**config.mk**
```make
export PLATFORM = sky130hd
export DESIGN_NAME = scc_top
export DESIGN_NICKNAME = d
export VERILOG_FILES = /design/src/scc_pkg.sv /design/src/scc_prescaler.sv /design/src/scc_sync.sv /design/src/scc_top.sv
export SDC_FILE = /design/constraint.sdc
export NUM_CORES = 1
export LEC_CHECK = 0
export BUFFER_PORTS_ARGS = -buffer_cell sky130_fd_sc_hd__buf_2
export CAP_MARGIN = 10
export CELL_PAD_IN_SITES_DETAIL_PLACEMENT = 1
export CELL_PAD_IN_SITES_GLOBAL_PLACEMENT = 1
export CORE_ASPECT_RATIO = 2
export CORE_MARGIN = 8
export CORE_UTILIZATION = 32
export CTS_BUF_LIST = sky130_fd_sc_hd__clkbuf_16
export CTS_CLUSTER_SIZE = 8
export DETAILED_ROUTE_END_ITERATION = 16
export GPL_TIMING_DRIVEN = 0
export HOLD_SLACK_MARGIN = 0.12
export PLACE_DENSITY = 0.6
export REMOVE_ABC_BUFFERS = 1
export SLEW_MARGIN = 20
export SYNTH_ARGS = -nofsm -noshare
export SYNTH_HDL_FRONTEND = slang
export SYNTH_SLANG_ARGS = --single-unit
```
**constraint.sdc**
```tcl
create_clock -name clk_i -period 7.9 [get_ports clk_i]
set_input_delay 1.185 -clock clk_i [delete_from_list [all_inputs] [get_ports clk_i]]
set_output_delay 1.185 -clock clk_i [all_outputs]
set_load 0.02 [all_outputs]
```
**src/scc_pkg.sv**
```systemverilog
package scc_pkg;
   // Register offsets (byte addresses)
   localparam logic [7:0] ADDR_CTRL = 8'h00;
   localparam logic [7:0] ADDR_CFG = 8'h04;
   localparam logic [7:0] ADDR_STAT = 8'h08;
   localparam logic [7:0] ADDR_TRIM = 8'h0c;
   localparam logic [7:0] ADDR_RTCSEL = 8'h10;
   localparam logic [7:0] ADDR_GATE = 8'h14;
   localparam logic [7:0] ADDR_IRQ_STAT = 8'h18;
   localparam logic [7:0] ADDR_IRQ_MASK = 8'h1c;
   localparam logic [7:0] ADDR_MEAS = 8'h20;
   localparam logic [7:0] ADDR_MEAS_RES = 8'h24;

   // Oscillator indices (ready, enable and raw clock vectors)
   localparam int OSC_MSI = 0;
   localparam int OSC_HSI = 1;
   localparam int OSC_HSE = 2;
   localparam int OSC_PLL = 3;
   localparam int OSC_LSE = 4;
   localparam int OSC_LSI = 5;
   localparam int OSC_USB = 6;

   // Control register fields
   localparam int CTRL_MON = 6;
   localparam int CTRL_PLLSRC = 7;
   localparam logic [7:0] CTRL_RST = 8'h01;

   // Configuration register fields
   localparam int CFG_SEL = 0;
   localparam int CFG_AHB = 2;
   localparam int CFG_APB1 = 6;
   localparam int CFG_APB2 = 9;
   localparam int CFG_MCOSEL = 12;
   localparam int CFG_MCODIV = 15;
   localparam logic [17:0] CFG_RST = 18'h00000;

   // Trim register fields and reset values
   localparam int TRIM_MSI = 8;
   localparam int TRIM_HSI = 16;
   localparam logic [2:0] MSI_RANGE_RST = 3'h5;
   localparam logic [2:0] MSI_RANGE_MAX = 3'h6;
   localparam logic [7:0] MSI_TRIM_RST = 8'h80;
   localparam logic [4:0] HSI_TRIM_RST = 5'h10;

   // Gate register: core, memory, then eight bits per APB domain
   localparam int GATE_CORE = 0;
   localparam int GATE_MEM = 1;
   localparam int GATE_APB1 = 2;
   localparam int GATE_APB2 = 10;
   localparam logic [17:0] GATE_RST = 18'h00003;

   // Interrupt status bits
   localparam int IRQ_FAIL = 0;
   localparam int IRQ_SWITCH = 1;
   localparam int IRQ_MEAS = 2;
   localparam int IRQ_REFUSED = 3;

   // Master clock source codes
   localparam logic [1:0] SRC_MSI = 2'h0;
   localparam logic [1:0] SRC_HSI = 2'h1;
   localparam logic [1:0] SRC_HSE = 2'h2;
   localparam logic [1:0] SRC_PLL = 2'h3;

   // Real-time clock source codes
   localparam logic [1:0] RTC_OFF = 2'h0;
   localparam logic [1:0] RTC_LSE = 2'h1;
   localparam logic [1:0] RTC_LSI = 2'h2;
   localparam logic [1:0] RTC_HSE = 2'h3;

   // Frequencies in kHz
   localparam int HSI_KHZ = 16000;
   localparam int MAX_BUS_KHZ = 32000;

   // Timing
   localparam int CLK_PERIOD_NS = 50;
   localparam int HSE_FAIL_NS = 5000;
   localparam int HSE_FAIL_CYC = (HSE_FAIL_NS + CLK_PERIOD_NS - 1) / CLK_PERIOD_NS;
   localparam logic [3:0] MEAS_PERIODS = 4'h8;

   typedef enum logic [2:0] {
      SW_IDLE = 3'b001,
      SW_WAIT = 3'b010,
      SW_DONE = 3'b100
   } scc_sw_state_t;
endpackage

```
**src/scc_prescaler.sv**
```systemverilog
`timescale 1ns/1ps
module scc_prescaler (
   input wire logic clk_i,
   input wire logic rst_b_i,
   input wire logic tick_i,
   input wire logic [3:0] shift_i,
   output logic tick_o
);
   typedef struct packed {
      logic [7:0] cnt;
      logic tick;
   } scc_presc_state_t;

   scc_presc_state_t s_q, s_d;
   logic [7:0] limit;

   // Divide by two to the power of shift_i, at most 256, one output pulse per limit+1 inputs
   always_comb begin
      limit = 8'((9'h001 << shift_i) - 9'h001);
      s_d = s_q;
      s_d.tick = 1'b0;
      if (tick_i) begin
         if (s_q.cnt >= limit) begin
            s_d.cnt = 8'h00;
            s_d.tick = 1'b1;
         end else begin
            s_d.cnt = s_q.cnt + 8'h01;
         end
      end
   end

   always_ff @(posedge clk_i or negedge rst_b_i) begin
      if (!rst_b_i) begin
         s_q <= '0;
      end else begin
         s_q <= s_d;
      end
   end

   assign tick_o = s_q.tick;
endmodule // scc_prescaler

```
**src/scc_sync.sv**
```systemverilog
`timescale 1ns/1ps
module scc_sync #(
   parameter int WIDTH = 1
) (
   input wire logic clk_i,
   input wire logic rst_b_i,
   input wire logic [WIDTH-1:0] async_i,
   output logic [WIDTH-1:0] sync_o
);
   typedef struct packed {
      logic [WIDTH-1:0] meta;
      logic [WIDTH-1:0] stable;
   } scc_sync_state_t;

   scc_sync_state_t s_q, s_d;

   always_comb begin
      s_d.meta = async_i;
      s_d.stable = s_q.meta;
   end

   always_ff @(posedge clk_i or negedge rst_b_i) begin
      if (!rst_b_i) begin
         s_q <= '0;
      end else begin
         s_q <= s_d;
      end
   end

   assign sync_o = s_q.stable;
endmodule // scc_sync

```
**src/scc_top.sv**
```systemverilog
// What this block does
// (RULE1) Master clock comes from multispeed RC, fast internal RC, fast external osc, or PLL.
// (RULE2) Fast external crystal, 1 to 24 MHz, is a source and may feed the PLL.
// (RULE3) Fast internal RC runs at 16 MHz, trimmable, and may feed the PLL.
// (RULE4) Multispeed RC offers seven ranges, 65 kHz to 4.2 MHz, with software trim.
// (RULE5) Multispeed RC can be measured against the slow external osc for trimming.
// (RULE6) A programmable prescaler lowers the clock delivered to CPU and peripherals.
// (RULE7) Source changes in run mode by a register write, without unsafe transitions.
// (RULE8) Core, memory and each peripheral clock can be gated off individually.
// (RULE9) Slow external 32.768 kHz and slow internal 37 kHz clocks; the latter feeds the watchdog.
// (RULE10) Slow internal RC can be measured using the fast internal RC as reference.
// (RULE11) RTC/LCD clock is slow internal, slow external or fast external, independent of master.
// (RULE12) PLL provides a dedicated 48 MHz clock for USB.
// (RULE13) After reset the master clock runs from the multispeed RC at 2 MHz.
// (RULE14) With monitoring on, fast external failure switches to fast internal RC and interrupts.
// (RULE15) One selected internal clock is routed to the clock output pin.
// (RULE16) Separate AHB, APB1, APB2 prescalers; no domain above 32 MHz.
// (RULE17) Switch only once the new source is ready; report the active source. The failure fallback to fast internal RC skips the ready wait.
//
// Strobed register access and the register addresses were decided locally.
`timescale 1ns/1ps
module scc_top
   import scc_pkg::*;
#(
   parameter int HSE_KHZ = 8000,
   parameter int PLL_KHZ = 32000
) (
   input wire logic clk_i,
   input wire logic rst_b_i,
   input wire logic [7:0] reg_addr_i,
   input wire logic [31:0] reg_wdata_i,
   input wire logic reg_wr_i,
   input wire logic reg_rd_i,
   output logic [31:0] reg_rdata_o,
   output logic irq_o,
   input wire logic [6:0] osc_clk_i,
   input wire logic [5:0] osc_rdy_i,
   output logic [5:0] osc_en_o,
   output logic pll_src_o,
   output logic [2:0] msi_range_o,
   output logic [7:0] msi_trim_o,
   output logic [4:0] hsi_trim_o,
   output logic master_clock_en_o,
   output logic ahb_en_o,
   output logic core_en_o,
   output logic mem_en_o,
   output logic [7:0] apb1_en_o,
   output logic [7:0] apb2_en_o,
   output logic usb_clk_en_o,
   output logic rtc_lcd_en_o,
   output logic watchdog_en_o,
   output logic clock_output_pin_o,
   output logic [1:0] active_src_o
);
   typedef struct packed {
      logic [7:0] ctrl;
      logic [17:0] cfg;
      logic [2:0] msi_range;
      logic [7:0] msi_trim;
      logic [4:0] hsi_trim;
      logic [1:0] rtc_sel;
      logic [17:0] gate;
      logic [3:0] irq_stat;
      logic [3:0] irq_mask;
      logic [6:0] clk_prev;
      logic [1:0] active;
      scc_sw_state_t sw;
      logic [7:0] hse_idle;
      logic hse_failed;
      logic meas_busy;
      logic meas_mode;
      logic [3:0] meas_ref;
      logic [23:0] meas_cnt;
      logic [23:0] meas_res;
      logic master_en;
      logic core_en;
      logic mem_en;
      logic [7:0] apb1_en;
      logic [7:0] apb2_en;
      logic usb_en;
      logic rtc_en;
      logic wdg_en;
      logic clock_output_pin;
      logic [31:0] rdata;
   } scc_state_t;

   localparam scc_state_t STATE_RST = '{
      ctrl: CTRL_RST,
      cfg: CFG_RST,
      msi_range: MSI_RANGE_RST,
      msi_trim: MSI_TRIM_RST,
      hsi_trim: HSI_TRIM_RST,
      rtc_sel: RTC_OFF,
      gate: GATE_RST,
      active: SRC_MSI,
      sw: SW_IDLE,
      default: '0
   };

   scc_state_t s_q, s_d;
   logic [12:0] sync_lvl;
   logic [6:0] clk_lvl;
   logic [5:0] rdy;
   logic [6:0] tick;
   logic ahb_tick;
   logic apb1_tick;
   logic apb2_tick;
   logic mco_tick;
   logic mco_src;
   logic [3:0] irq_set;
   logic [3:0] irq_clr;
   logic [1:0] new_sel;
   logic [3:0] new_ahb;
   logic meas_ref_tick;
   logic meas_tick;
   logic uses_hse;

   function automatic int msi_khz(input logic [2:0] range);
      case (range)
         3'h0: msi_khz = 65;
         3'h1: msi_khz = 131;
         3'h2: msi_khz = 262;
         3'h3: msi_khz = 524;
         3'h4: msi_khz = 1050;
         3'h5: msi_khz = 2100;
         default: msi_khz = 4200;
      endcase
   endfunction

   function automatic int src_khz(input logic [1:0] sel, input logic [2:0] range);
      case (sel)
         SRC_MSI: src_khz = msi_khz(range);
         SRC_HSI: src_khz = HSI_KHZ;
         SRC_HSE: src_khz = HSE_KHZ;
         default: src_khz = PLL_KHZ;
      endcase
   endfunction

   function automatic logic src_tick(input logic [1:0] sel, input logic [6:0] t);
      case (sel)
         SRC_MSI: src_tick = t[OSC_MSI];
         SRC_HSI: src_tick = t[OSC_HSI];
         SRC_HSE: src_tick = t[OSC_HSE];
         default: src_tick = t[OSC_PLL];
      endcase
   endfunction

   // Raw oscillator levels and ready flags come from other clock domains
   scc_sync #(
      .WIDTH(13)
   ) u_sync (
      .clk_i(clk_i),
      .rst_b_i(rst_b_i),
      .async_i({osc_rdy_i, osc_clk_i}),
      .sync_o(sync_lvl)
   );

   assign clk_lvl = sync_lvl[6:0];
   assign rdy = sync_lvl[12:7];
   // Rising edges of the sampled oscillators; sources above 10 MHz alias at this rate
   assign tick = clk_lvl & ~s_q.clk_prev;

   scc_prescaler u_ahb (
      .clk_i(clk_i),
      .rst_b_i(rst_b_i),
      .tick_i(s_q.master_en),
      .shift_i(s_q.cfg[CFG_AHB +: 4]), // see (RULE6)
      .tick_o(ahb_tick)
   );

   scc_prescaler u_apb1 (
      .clk_i(clk_i),
      .rst_b_i(rst_b_i),
      .tick_i(ahb_tick),
      .shift_i({1'b0, s_q.cfg[CFG_APB1 +: 3]}), // see (RULE16)
      .tick_o(apb1_tick)
   );

   scc_prescaler u_apb2 (
      .clk_i(clk_i),
      .rst_b_i(rst_b_i),
      .tick_i(ahb_tick),
      .shift_i({1'b0, s_q.cfg[CFG_APB2 +: 3]}), // see (RULE16)
      .tick_o(apb2_tick)
   );

   scc_prescaler u_mco (
      .clk_i(clk_i),
      .rst_b_i(rst_b_i),
      .tick_i(mco_src),
      .shift_i({1'b0, s_q.cfg[CFG_MCODIV +: 3]}),
      .tick_o(mco_tick)
   );

   // Clock routed to the output pin
   always_comb begin
      case (s_q.cfg[CFG_MCOSEL +: 3])
         3'h1: mco_src = s_q.master_en;
         3'h2: mco_src = tick[OSC_HSI];
         3'h3: mco_src = tick[OSC_MSI];
         3'h4: mco_src = tick[OSC_HSE];
         3'h5: mco_src = tick[OSC_PLL];
         3'h6: mco_src = tick[OSC_LSI];
         3'h7: mco_src = tick[OSC_LSE];
         default: mco_src = 1'b0;
      endcase
   end

   always_comb begin
      s_d = s_q;
      irq_set = 4'h0;
      irq_clr = 4'h0;
      s_d.clk_prev = clk_lvl;
      s_d.rdata = 32'h00000000;
      new_sel = reg_wdata_i[CFG_SEL +: 2];
      new_ahb = reg_wdata_i[CFG_AHB +: 4];
      meas_ref_tick = s_q.meas_mode ? tick[OSC_LSE] : tick[OSC_LSI]; // see (RULE5) (RULE10)
      meas_tick = s_q.meas_mode ? tick[OSC_MSI] : tick[OSC_HSI];
      uses_hse = (s_q.active == SRC_HSE) || (s_q.active == SRC_PLL && s_q.ctrl[CTRL_PLLSRC]);

      // Register writes
      if (reg_wr_i) begin
         if (reg_addr_i == ADDR_CTRL) begin
            s_d.ctrl = reg_wdata_i[7:0];
            if (reg_wdata_i[OSC_HSE]) begin
               s_d.hse_failed = 1'b0;
            end
         end else if (reg_addr_i == ADDR_CFG) begin
            // A prescaler or source setting that would overclock the AHB is refused
            if ((src_khz(new_sel, s_q.msi_range) >> new_ahb) > MAX_BUS_KHZ || new_ahb > 4'h8) begin // see (RULE16)
               irq_set[IRQ_REFUSED] = 1'b1;
            end else begin
               s_d.cfg = reg_wdata_i[17:0]; // see (RULE7)
            end
         end else if (reg_addr_i == ADDR_TRIM) begin
            // Only seven ranges exist; the eighth code reads back as the top one
            s_d.msi_range = (reg_wdata_i[2:0] > MSI_RANGE_MAX) ? MSI_RANGE_MAX : reg_wdata_i[2:0]; // see (RULE4)
            s_d.msi_trim = reg_wdata_i[TRIM_MSI +: 8]; // see (RULE4)
            s_d.hsi_trim = reg_wdata_i[TRIM_HSI +: 5]; // see (RULE3)
         end else if (reg_addr_i == ADDR_RTCSEL) begin
            s_d.rtc_sel = reg_wdata_i[1:0];
         end else if (reg_addr_i == ADDR_GATE) begin
            s_d.gate = reg_wdata_i[17:0];
         end else if (reg_addr_i == ADDR_IRQ_STAT) begin
            irq_clr = reg_wdata_i[3:0];
         end else if (reg_addr_i == ADDR_IRQ_MASK) begin
            s_d.irq_mask = reg_wdata_i[3:0];
         end else if (reg_addr_i == ADDR_MEAS) begin
            if (reg_wdata_i[0]) begin
               s_d.meas_busy = 1'b1;
               s_d.meas_mode = reg_wdata_i[1];
               s_d.meas_ref = 4'h0;
               s_d.meas_cnt = 24'h000000;
            end
         end
      end

      // Register reads; answer stands one cycle only
      if (reg_rd_i) begin
         if (reg_addr_i == ADDR_CTRL) begin
            s_d.rdata = {24'h000000, s_q.ctrl};
         end else if (reg_addr_i == ADDR_CFG) begin
            s_d.rdata = {14'h0000, s_q.cfg};
         end else if (reg_addr_i == ADDR_STAT) begin
            s_d.rdata = {22'h000000, s_q.hse_failed, s_q.sw != SW_IDLE, s_q.active, rdy}; // see (RULE17)
         end else if (reg_addr_i == ADDR_TRIM) begin
            s_d.rdata = {11'h000, s_q.hsi_trim, s_q.msi_trim, 5'h00, s_q.msi_range};
         end else if (reg_addr_i == ADDR_RTCSEL) begin
            s_d.rdata = {30'h00000000, s_q.rtc_sel};
         end else if (reg_addr_i == ADDR_GATE) begin
            s_d.rdata = {14'h0000, s_q.gate};
         end else if (reg_addr_i == ADDR_IRQ_STAT) begin
            s_d.rdata = {28'h0000000, s_q.irq_stat};
         end else if (reg_addr_i == ADDR_IRQ_MASK) begin
            s_d.rdata = {28'h0000000, s_q.irq_mask};
         end else if (reg_addr_i == ADDR_MEAS) begin
            s_d.rdata = {30'h00000000, s_q.meas_mode, s_q.meas_busy};
         end else if (reg_addr_i == ADDR_MEAS_RES) begin
            s_d.rdata = {8'h00, s_q.meas_res};
         end
      end

      // Count measured ticks across whole reference periods only
      if (s_q.meas_busy) begin
         if (meas_tick && s_q.meas_ref != 4'h0) begin
            s_d.meas_cnt = s_q.meas_cnt + 24'h000001;
         end
         if (meas_ref_tick) begin
            if (s_q.meas_ref == MEAS_PERIODS) begin
               s_d.meas_busy = 1'b0;
               s_d.meas_res = s_q.meas_cnt; // see (RULE10)
               irq_set[IRQ_MEAS] = 1'b1;
            end else begin
               s_d.meas_ref = s_q.meas_ref + 4'h1;
            end
         end
      end

      // Glitch-free switch: hold the old source until the new one is ready
      case (s_q.sw)
         SW_IDLE: begin
            if (s_q.cfg[CFG_SEL +: 2] != s_q.active) begin
               s_d.sw = SW_WAIT;
            end
         end
         SW_WAIT: begin
            if (s_q.cfg[CFG_SEL +: 2] == s_q.active) begin
               s_d.sw = SW_IDLE;
            end else if (rdy[s_q.cfg[CFG_SEL +: 2]] && s_q.ctrl[s_q.cfg[CFG_SEL +: 2]]) begin // see (RULE17)
               s_d.active = s_q.cfg[CFG_SEL +: 2]; // see (RULE1) (RULE7)
               s_d.sw = SW_DONE;
               irq_set[IRQ_SWITCH] = 1'b1;
            end
         end
         SW_DONE: begin
            s_d.sw = SW_IDLE;
         end
         default: begin
            s_d.sw = SW_IDLE;
         end
      endcase

      // Fast external oscillator watchdog on its edges
      if (!s_q.ctrl[CTRL_MON] || !s_q.ctrl[OSC_HSE] || tick[OSC_HSE] || s_q.hse_failed) begin
         s_d.hse_idle = 8'h00;
      end else if (s_q.hse_idle == 8'(HSE_FAIL_CYC)) begin
         s_d.hse_failed = 1'b1; // see (RULE14)
         s_d.hse_idle = 8'h00;
         s_d.ctrl[OSC_HSE] = 1'b0;
         irq_set[IRQ_FAIL] = 1'b1; // see (RULE14)
         if (uses_hse) begin
            s_d.ctrl[OSC_HSI] = 1'b1;
            s_d.active = SRC_HSI; // see (RULE14)
            s_d.cfg[CFG_SEL +: 2] = SRC_HSI;
            s_d.sw = SW_IDLE;
         end
      end else begin
         s_d.hse_idle = s_q.hse_idle + 8'h01;
      end

      // Sticky status: a set in the same cycle beats a write-one clear
      s_d.irq_stat = (s_q.irq_stat & ~irq_clr) | irq_set;

      // Registered clock enables
      s_d.master_en = src_tick(s_q.active, tick); // see (RULE1) (RULE13)
      s_d.core_en = ahb_tick && s_q.gate[GATE_CORE]; // see (RULE8)
      s_d.mem_en = ahb_tick && s_q.gate[GATE_MEM]; // see (RULE8)
      s_d.apb1_en = {8{apb1_tick}} & s_q.gate[GATE_APB1 +: 8]; // see (RULE8) (RULE16)
      s_d.apb2_en = {8{apb2_tick}} & s_q.gate[GATE_APB2 +: 8]; // see (RULE8) (RULE16)
      s_d.usb_en = tick[OSC_USB] && s_q.ctrl[OSC_PLL] && rdy[OSC_PLL]; // see (RULE12)
      s_d.wdg_en = tick[OSC_LSI]; // see (RULE9)
      case (s_q.rtc_sel)
         RTC_LSE: s_d.rtc_en = tick[OSC_LSE]; // see (RULE9) (RULE11)
         RTC_LSI: s_d.rtc_en = tick[OSC_LSI]; // see (RULE11)
         RTC_HSE: s_d.rtc_en = tick[OSC_HSE]; // see (RULE11)
         default: s_d.rtc_en = 1'b0;
      endcase
      if (s_q.cfg[CFG_MCOSEL +: 3] == 3'h0) begin
         s_d.clock_output_pin = 1'b0;
      end else if (mco_tick) begin
         s_d.clock_output_pin = ~s_q.clock_output_pin; // see (RULE15)
      end
   end

   always_ff @(posedge clk_i or negedge rst_b_i) begin
      if (!rst_b_i) begin
         s_q <= STATE_RST; // see (RULE13)
      end else begin
         s_q <= s_d;
      end
   end

   assign reg_rdata_o = s_q.rdata;
   assign irq_o = |(s_q.irq_stat & s_q.irq_mask); // see (RULE14)
   assign osc_en_o = s_q.ctrl[5:0]; // see (RULE2) (RULE9)
   assign pll_src_o = s_q.ctrl[CTRL_PLLSRC]; // see (RULE2) (RULE3)
   assign msi_range_o = s_q.msi_range;
   assign msi_trim_o = s_q.msi_trim;
   assign hsi_trim_o = s_q.hsi_trim;
   assign master_clock_en_o = s_q.master_en;
   assign ahb_en_o = ahb_tick;
   assign core_en_o = s_q.core_en;
   assign mem_en_o = s_q.mem_en;
   assign apb1_en_o = s_q.apb1_en;
   assign apb2_en_o = s_q.apb2_en;
   assign usb_clk_en_o = s_q.usb_en;
   assign rtc_lcd_en_o = s_q.rtc_en;
   assign watchdog_en_o = s_q.wdg_en;
   assign clock_output_pin_o = s_q.clock_output_pin;
   assign active_src_o = s_q.active;
endmodule // scc_top

```
# After elaboration in Yosys (flattened, before gate mapping)
# Cells that the tools add are included.
# word_totals
reg_bits	262
latch_bits	0
ramBits	0
mem_bits_ro	0
output_inout_bits	82
n_memories	0
# op_classes
addsub	11
mul	0
n_div	0
magnitude_cmp	8
n_eq_ne	36
shift	5
n_mux	110
n_bitwise	17
n_reduce_logical	30
# ops
cell	count
$mux 24	14
$mux 30	9
$mux 32	3
$pmux 32 s3	1
$pmux 13 s6	1
$mux 18	4
$mux 57	1
$mux 54	1
$mux 52	1
$mux 8	6
$add 8x1->8 const B	5
$mux 36	1
$mux 4	9
$mux 1	34
$eq 8x5->1 const B	4
$ge 8x8->1	4
$gt 32x16->1 const B	1
$shr 32x4->32	1
$sub 8x1->8 const B	4
$mux 31	1
$add 24x1->24 const B	1
$shl 1x3->8 const A	3
$mux 20	1
$mux 5	4
other kinds (48)	103

# Depth between registers and ports, before layout
# depth
ltp_word	16
ltp_mapped	13

# By module
# Synthesis repeated with hierarchy kept, for this count alone.
# unflattened
hier_cells	1241
area_unflattened_um2	13195.2
# by_module_without_submodules
mod	n_inst	cells_per_inst	area_per_inst_um2	seq_area_each_um2
scc_top	1	915	9631.7	4814.6
scc_prescaler	4	75	728.2	225.2
scc_sync	1	26	650.6	650.6

# Worst setup path before layout
# OpenSTA, ideal clock, no wires.
# synth_path
path_kind	input -> register
start	in reg_wdata_i[1]
end	reg s_q[181] in the netlist's numbering
arrival_ns	3.562
required_ns	7.775
slack_ns	4.213
path_stages	10
cell_sequence	inv_1 > ha_1 > buf_2 > nor4bb_4 > a2111oi_4 > o211ai_1 > a2111o_1 > o31ai_4 > buf_6 > mux2_4
# synth_via
elab_chain_len	10
# synth_rtl
element	line	text
from (decl)	scc_top.sv:31	input wire logic [31:0] reg_wdata_i,
$eq 2x2->1 (tied with other cells)	scc_top.sv:131	case (sel)
$pmux 32 s3 *	scc_top.sv:131	
$mux 32 *	scc_top.sv:228	end else if (reg_addr_i == ADDR_CFG) begin
$mux 32 *	scc_top.sv:223	if (reg_addr_i == ADDR_CTRL) begin
$mux 32 *	scc_top.sv:222	if (reg_wr_i) begin
$shr 32x4->32 *	scc_top.sv:230	if ((src_khz(new_sel, s_q.msi_range) >> new_ahb) > MAX_BUS_KHZ || new_ahb > 4'h8) begin
$gt 32x16->1 *	scc_top.sv:230	
$logic_or 1x1->1 *	scc_top.sv:230	
$not 1->1 (no source line) *	-	
$reduce_and 4->1 (no source line) *	-	
to (signal assigned)	scc_top.sv:367	s_q <= STATE_RST;
to (signal assigned)	scc_top.sv:369	s_q <= s_d;
to (decl)	scc_top.sv:100	scc_state_t s_q, s_d;
# Every way passes the cells marked *; elsewhere a longest branch is shown, timed or not. The select of a mux whose other input is x is not followed.
# A chain may end at the register's enable or synchronous reset.

# Final worst setup path
# layout_path
start	in reg_wdata_i[1]
end	reg s_q[187] in the netlist's numbering
# Same word-level chain as after synthesis.

==> key figures <==
Status
  • Result of the run: finished clean

Clock tree
  • Num Clock Sinks: 254
  • Deepest clock path buffer count: 3
  • H-tree Lvls: 2
  • Clock buffer count from CTS: 37
  • Root Buffer: clkbuf_16
  • Clock insertion delay at the later pin of the skew report: 0.54 ns
  • Post CTS Setup Buffer Count: 0
  • Clock-pin transition on the worst setup and hold timing paths: 0.05 ns
  • Quantity of gates resized following cts: 0
  • CTS hold repair buffers: 0
  • TritonCTS clock tree: done

STA
  • Worst slew slack as a fraction of its limit: 33.0%
  • Worst Max-Slew Pin Slew: 0.996 ns
  • Final clock period utilization by the worst path: 55.2%
  • Number of endpoints with negative hold slack in the final report: 0
  • Final number of max-transition violations: 0
  • Unrepaired setup endpoints after global routing: false
  • Total negative setup slack: 0 ns
  • Worst clock skew on the final layout: 0.0204 ns
  • Highest Clock Rate: 0.229 GHz
  • Setup violations, final: 0
  • Period minus WS final: 4.36 ns

Floorplanning
  • Starting density of the core: 32.2%
  • Die X-Extent: 156 um
  • Core Box Area: 39,200 um2
  • Count of boundary I/O pins: 139
  • Row count: 103
  • Y dimension of the die: 297 um
  • Die area: 46,400 um2

GRT
  • Via count of the first global-routing pass: 9,981
  • Global-route total usage across every layer: 15.4%
  • Wire length of the first global-routing pass: 56.8 mm
  • Antenna violations before repair: 0
  • Maximum number of pins on one net before global-route repair: 90
  • Aggregate global routing overflow: 0

Yosys
  • Part of the Yosys area used for sequential elements: 50.5%
  • Count leader, synth: dfrtp_1
  • Count of yosys warnings during synthesis: 0
  • Library cell with the largest summed area after synthesis: dfrtp_1
  • Synth top area share: 48.8%
  • Netlist cell types: 82
  • Synth top cells by count: dfrtp_1 (246), nand2_1 (91), o21ai_0 (82)
  • Ys async rst share: 100%
  • Number of storage elements in the synthesis netlist: 254
  • Top post-synthesis cells by area: dfrtp_1 (49%), mux2_2 (5.8%), ha_1 (4.6%)
  • Synthesized area divided by synthesized cell count: 10.6 um2
  • Post-synthesis instance total: 1,188
  • Number of enable flip-flop cells after synthesis: 0
  • Post-synthesis instance area: 12,600 um2
  • Most used flip-flop cell after synthesis: dfrtp_1

Final layout
  • Fraction of final layout cells with drive strength greater than 1: 21.2%
  • Filler instances: 4,459
  • Combined flip-flop and latch cell area: 6370 um2
  • Final standard cell utilization of the core: 36.7%
  • Final Net Count: 1,340
  • Area occupied by multi-input gates: 5430 um2
  • Inserted Diodes: 0
  • Layout area overhead: 14.0%

Worst setup path
  • Critical path endpoint category: flop
  • Crit path DAT: 4.78 ns
  • Crit-path max FO: 14
  • Critical path type: input port to flop
  • Type of element launching the critical path: input port
  • Required time at the worst-slack endpoint: 8.31 ns

Route
  • Wire length per cell after detailed routing: 19.8 um
  • Antenna Violating Nets Remaining: 0
  • Via density: 5.17
  • Total DRC errors in the routed layout: 0
  • Total number of vias: 9,256
  • Drt initial violations: 440
  • Sum of routed wire length over all layers: 35.5 mm
  • DRT Pass-1 Iters: 7

Power
  • Part of the total power dissipated in sequential elements: 45.6%
  • Cell internal pwr: 2.42 mW
  • PwrDens: 234 nW/um2
  • Clock power frac: 42.4%
  • Overall power of the completed layout: 3.37 mW
  • Portion of total power attributed to combinational logic: 12.0%
  • Maximum vdd ir drop: 0.000140 V
  • Switch Pwr: 0.955 mW
  • Leakage power: 6.67 nW
  • Proportion of total power due to net switching: 28.3%

Placed design
  • Gpl congestion: 0.803
  • Final HPWL DP: 25.5 mm
  • Total of buffers placed on input and output ports: 119

Job
  • Number of max-cap violations: 0

Hold path
  • Path type of the worst min-delay path: flop to flop
-- worst max-delay path, cell delays in order --
cell and delay [ns]:
buf_2 0.19, inv_1 0.30, ha_1 0.43, nand2_1 0.21, o31ai_1 0.49, o22a_1 0.21
a21oi_1 0.07, a2111o_1 0.36, o31ai_4 0.72, buf_6 0.28, mux2_4 0.32
-- kinds of logic after synthesis --
family	count (synthesis)	share of synthesized area, %
mux	81	7.51
buf+inv	157	7.00
simple gates	373	15.2
compound gates	247	13.2
other cells	2	0.0596
flops	254	50.5
xor+xnor	27	1.88
fa+ha+maj	47	4.64
-- state kept, by name, indices dropped and copies added (netlist names), 2 cells and up --
name           count
u_mco.s_q          8
osc_en_o           6
hsi_trim_o         5
u_ahb.s_q          8
u_sync.s_d        13
u_sync.sync_o     13
reg_rdata_o       24
msi_trim_o         8
u_apb1.s_q         8
msi_range_o        3
apb2_en_o          8
apb1_en_o          8
s_q              120
u_apb2.s_q         8
active_src_o       2
-- per-stage QoR --
| stage | hold WS, ns | setup WS (ns) | cell area [um2] | instances |
|---|---|---|---|---|
| global route | 0.351 | 3.33 | 14400 | 1789 |
| global placement | 0.333 | 0.995 | 13100 | 1716 |
| floorplan | 0.331 | 3.81 | 11900 | 1072 |
| CTS | 0.349 | 3.54 | 14400 | 1789 |
| detailed placement | 0.338 | 2.98 | 13300 | 1723 |
| finish | 0.345 | 3.54 | 14400 | 1789 |
-- final timing paths --
kind | startpoint | end | slack [ns] | cells past startpoint
hold / removal | u_sync.s_d[6] | u_sync.sync_o[6] | 0.35 | 0
min in group asynchronous | rst_b_i | u_apb1.s_q[6] | 0.68 | 1
max in group asynchronous | rst_b_i | hsi_trim_o[4] | 6.29 | 2
setup / recovery | reg_wdata_i[1] | s_q[187] | 3.54 | 11
hold reg to reg | u_sync.s_d[6] | u_sync.sync_o[6] | 0.35 | 0
setup reg to reg | msi_range_o[1] | s_q[187] | 4.35 | 8
-- power groups by stage --
stage | Sequential, mW | Clock, mW | Combinational, mW
2_1_floorplan | 1.52 | 0 | 0.253
3_3_place_gp | 1.55 | 0 | 0.382
3_5_place_dp | 1.56 | 0 | 0.409
4_1_cts | 1.54 | 1.48 | 0.413
5_1_grt | 1.55 | 1.52 | 0.468
6_report | 1.54 | 1.43 | 0.405
-- layout by cell type, fill, tap and decap left out, types with 13 or more instances in the layout --
cell       synthesis  final
a21oi_1           43     43
a222oi_1          17     17
and2_1            25     25
buf_2              6    118
clkbuf_16          0     37
dfrtp_1          246    246
ha_1              46     46
inv_1             32     57
mux2_2            65     65
nand2_1           91     91
nand2b_1          17     17
nand3_1           53     51
nand4_1           13     13
nor2_1            74     71
nor2b_1           13     13
nor3_1            22     21
o21ai_0           82     82
xor2_1            17     17
-- layout make-up --
cell class	instances	area share [%]
clock buffers	37	6.44
inverters	32	0.836
repair buffers	126	5.14
well taps	525	4.57
multi-input cells	786	37.8
clock inverters	29	0.940
flip-flops and latches	254	44.3
-- layer usage --
metal	wire, um	GRT usage, %	vias to the layer above
li1	-	-	4279
met3	1920	3.23	60
met1	15100	18.9	4676
met2	17200	25.7	241
met5	0	0	-
met4	1300	6.39	0
(Power assumes the default switching activity.)
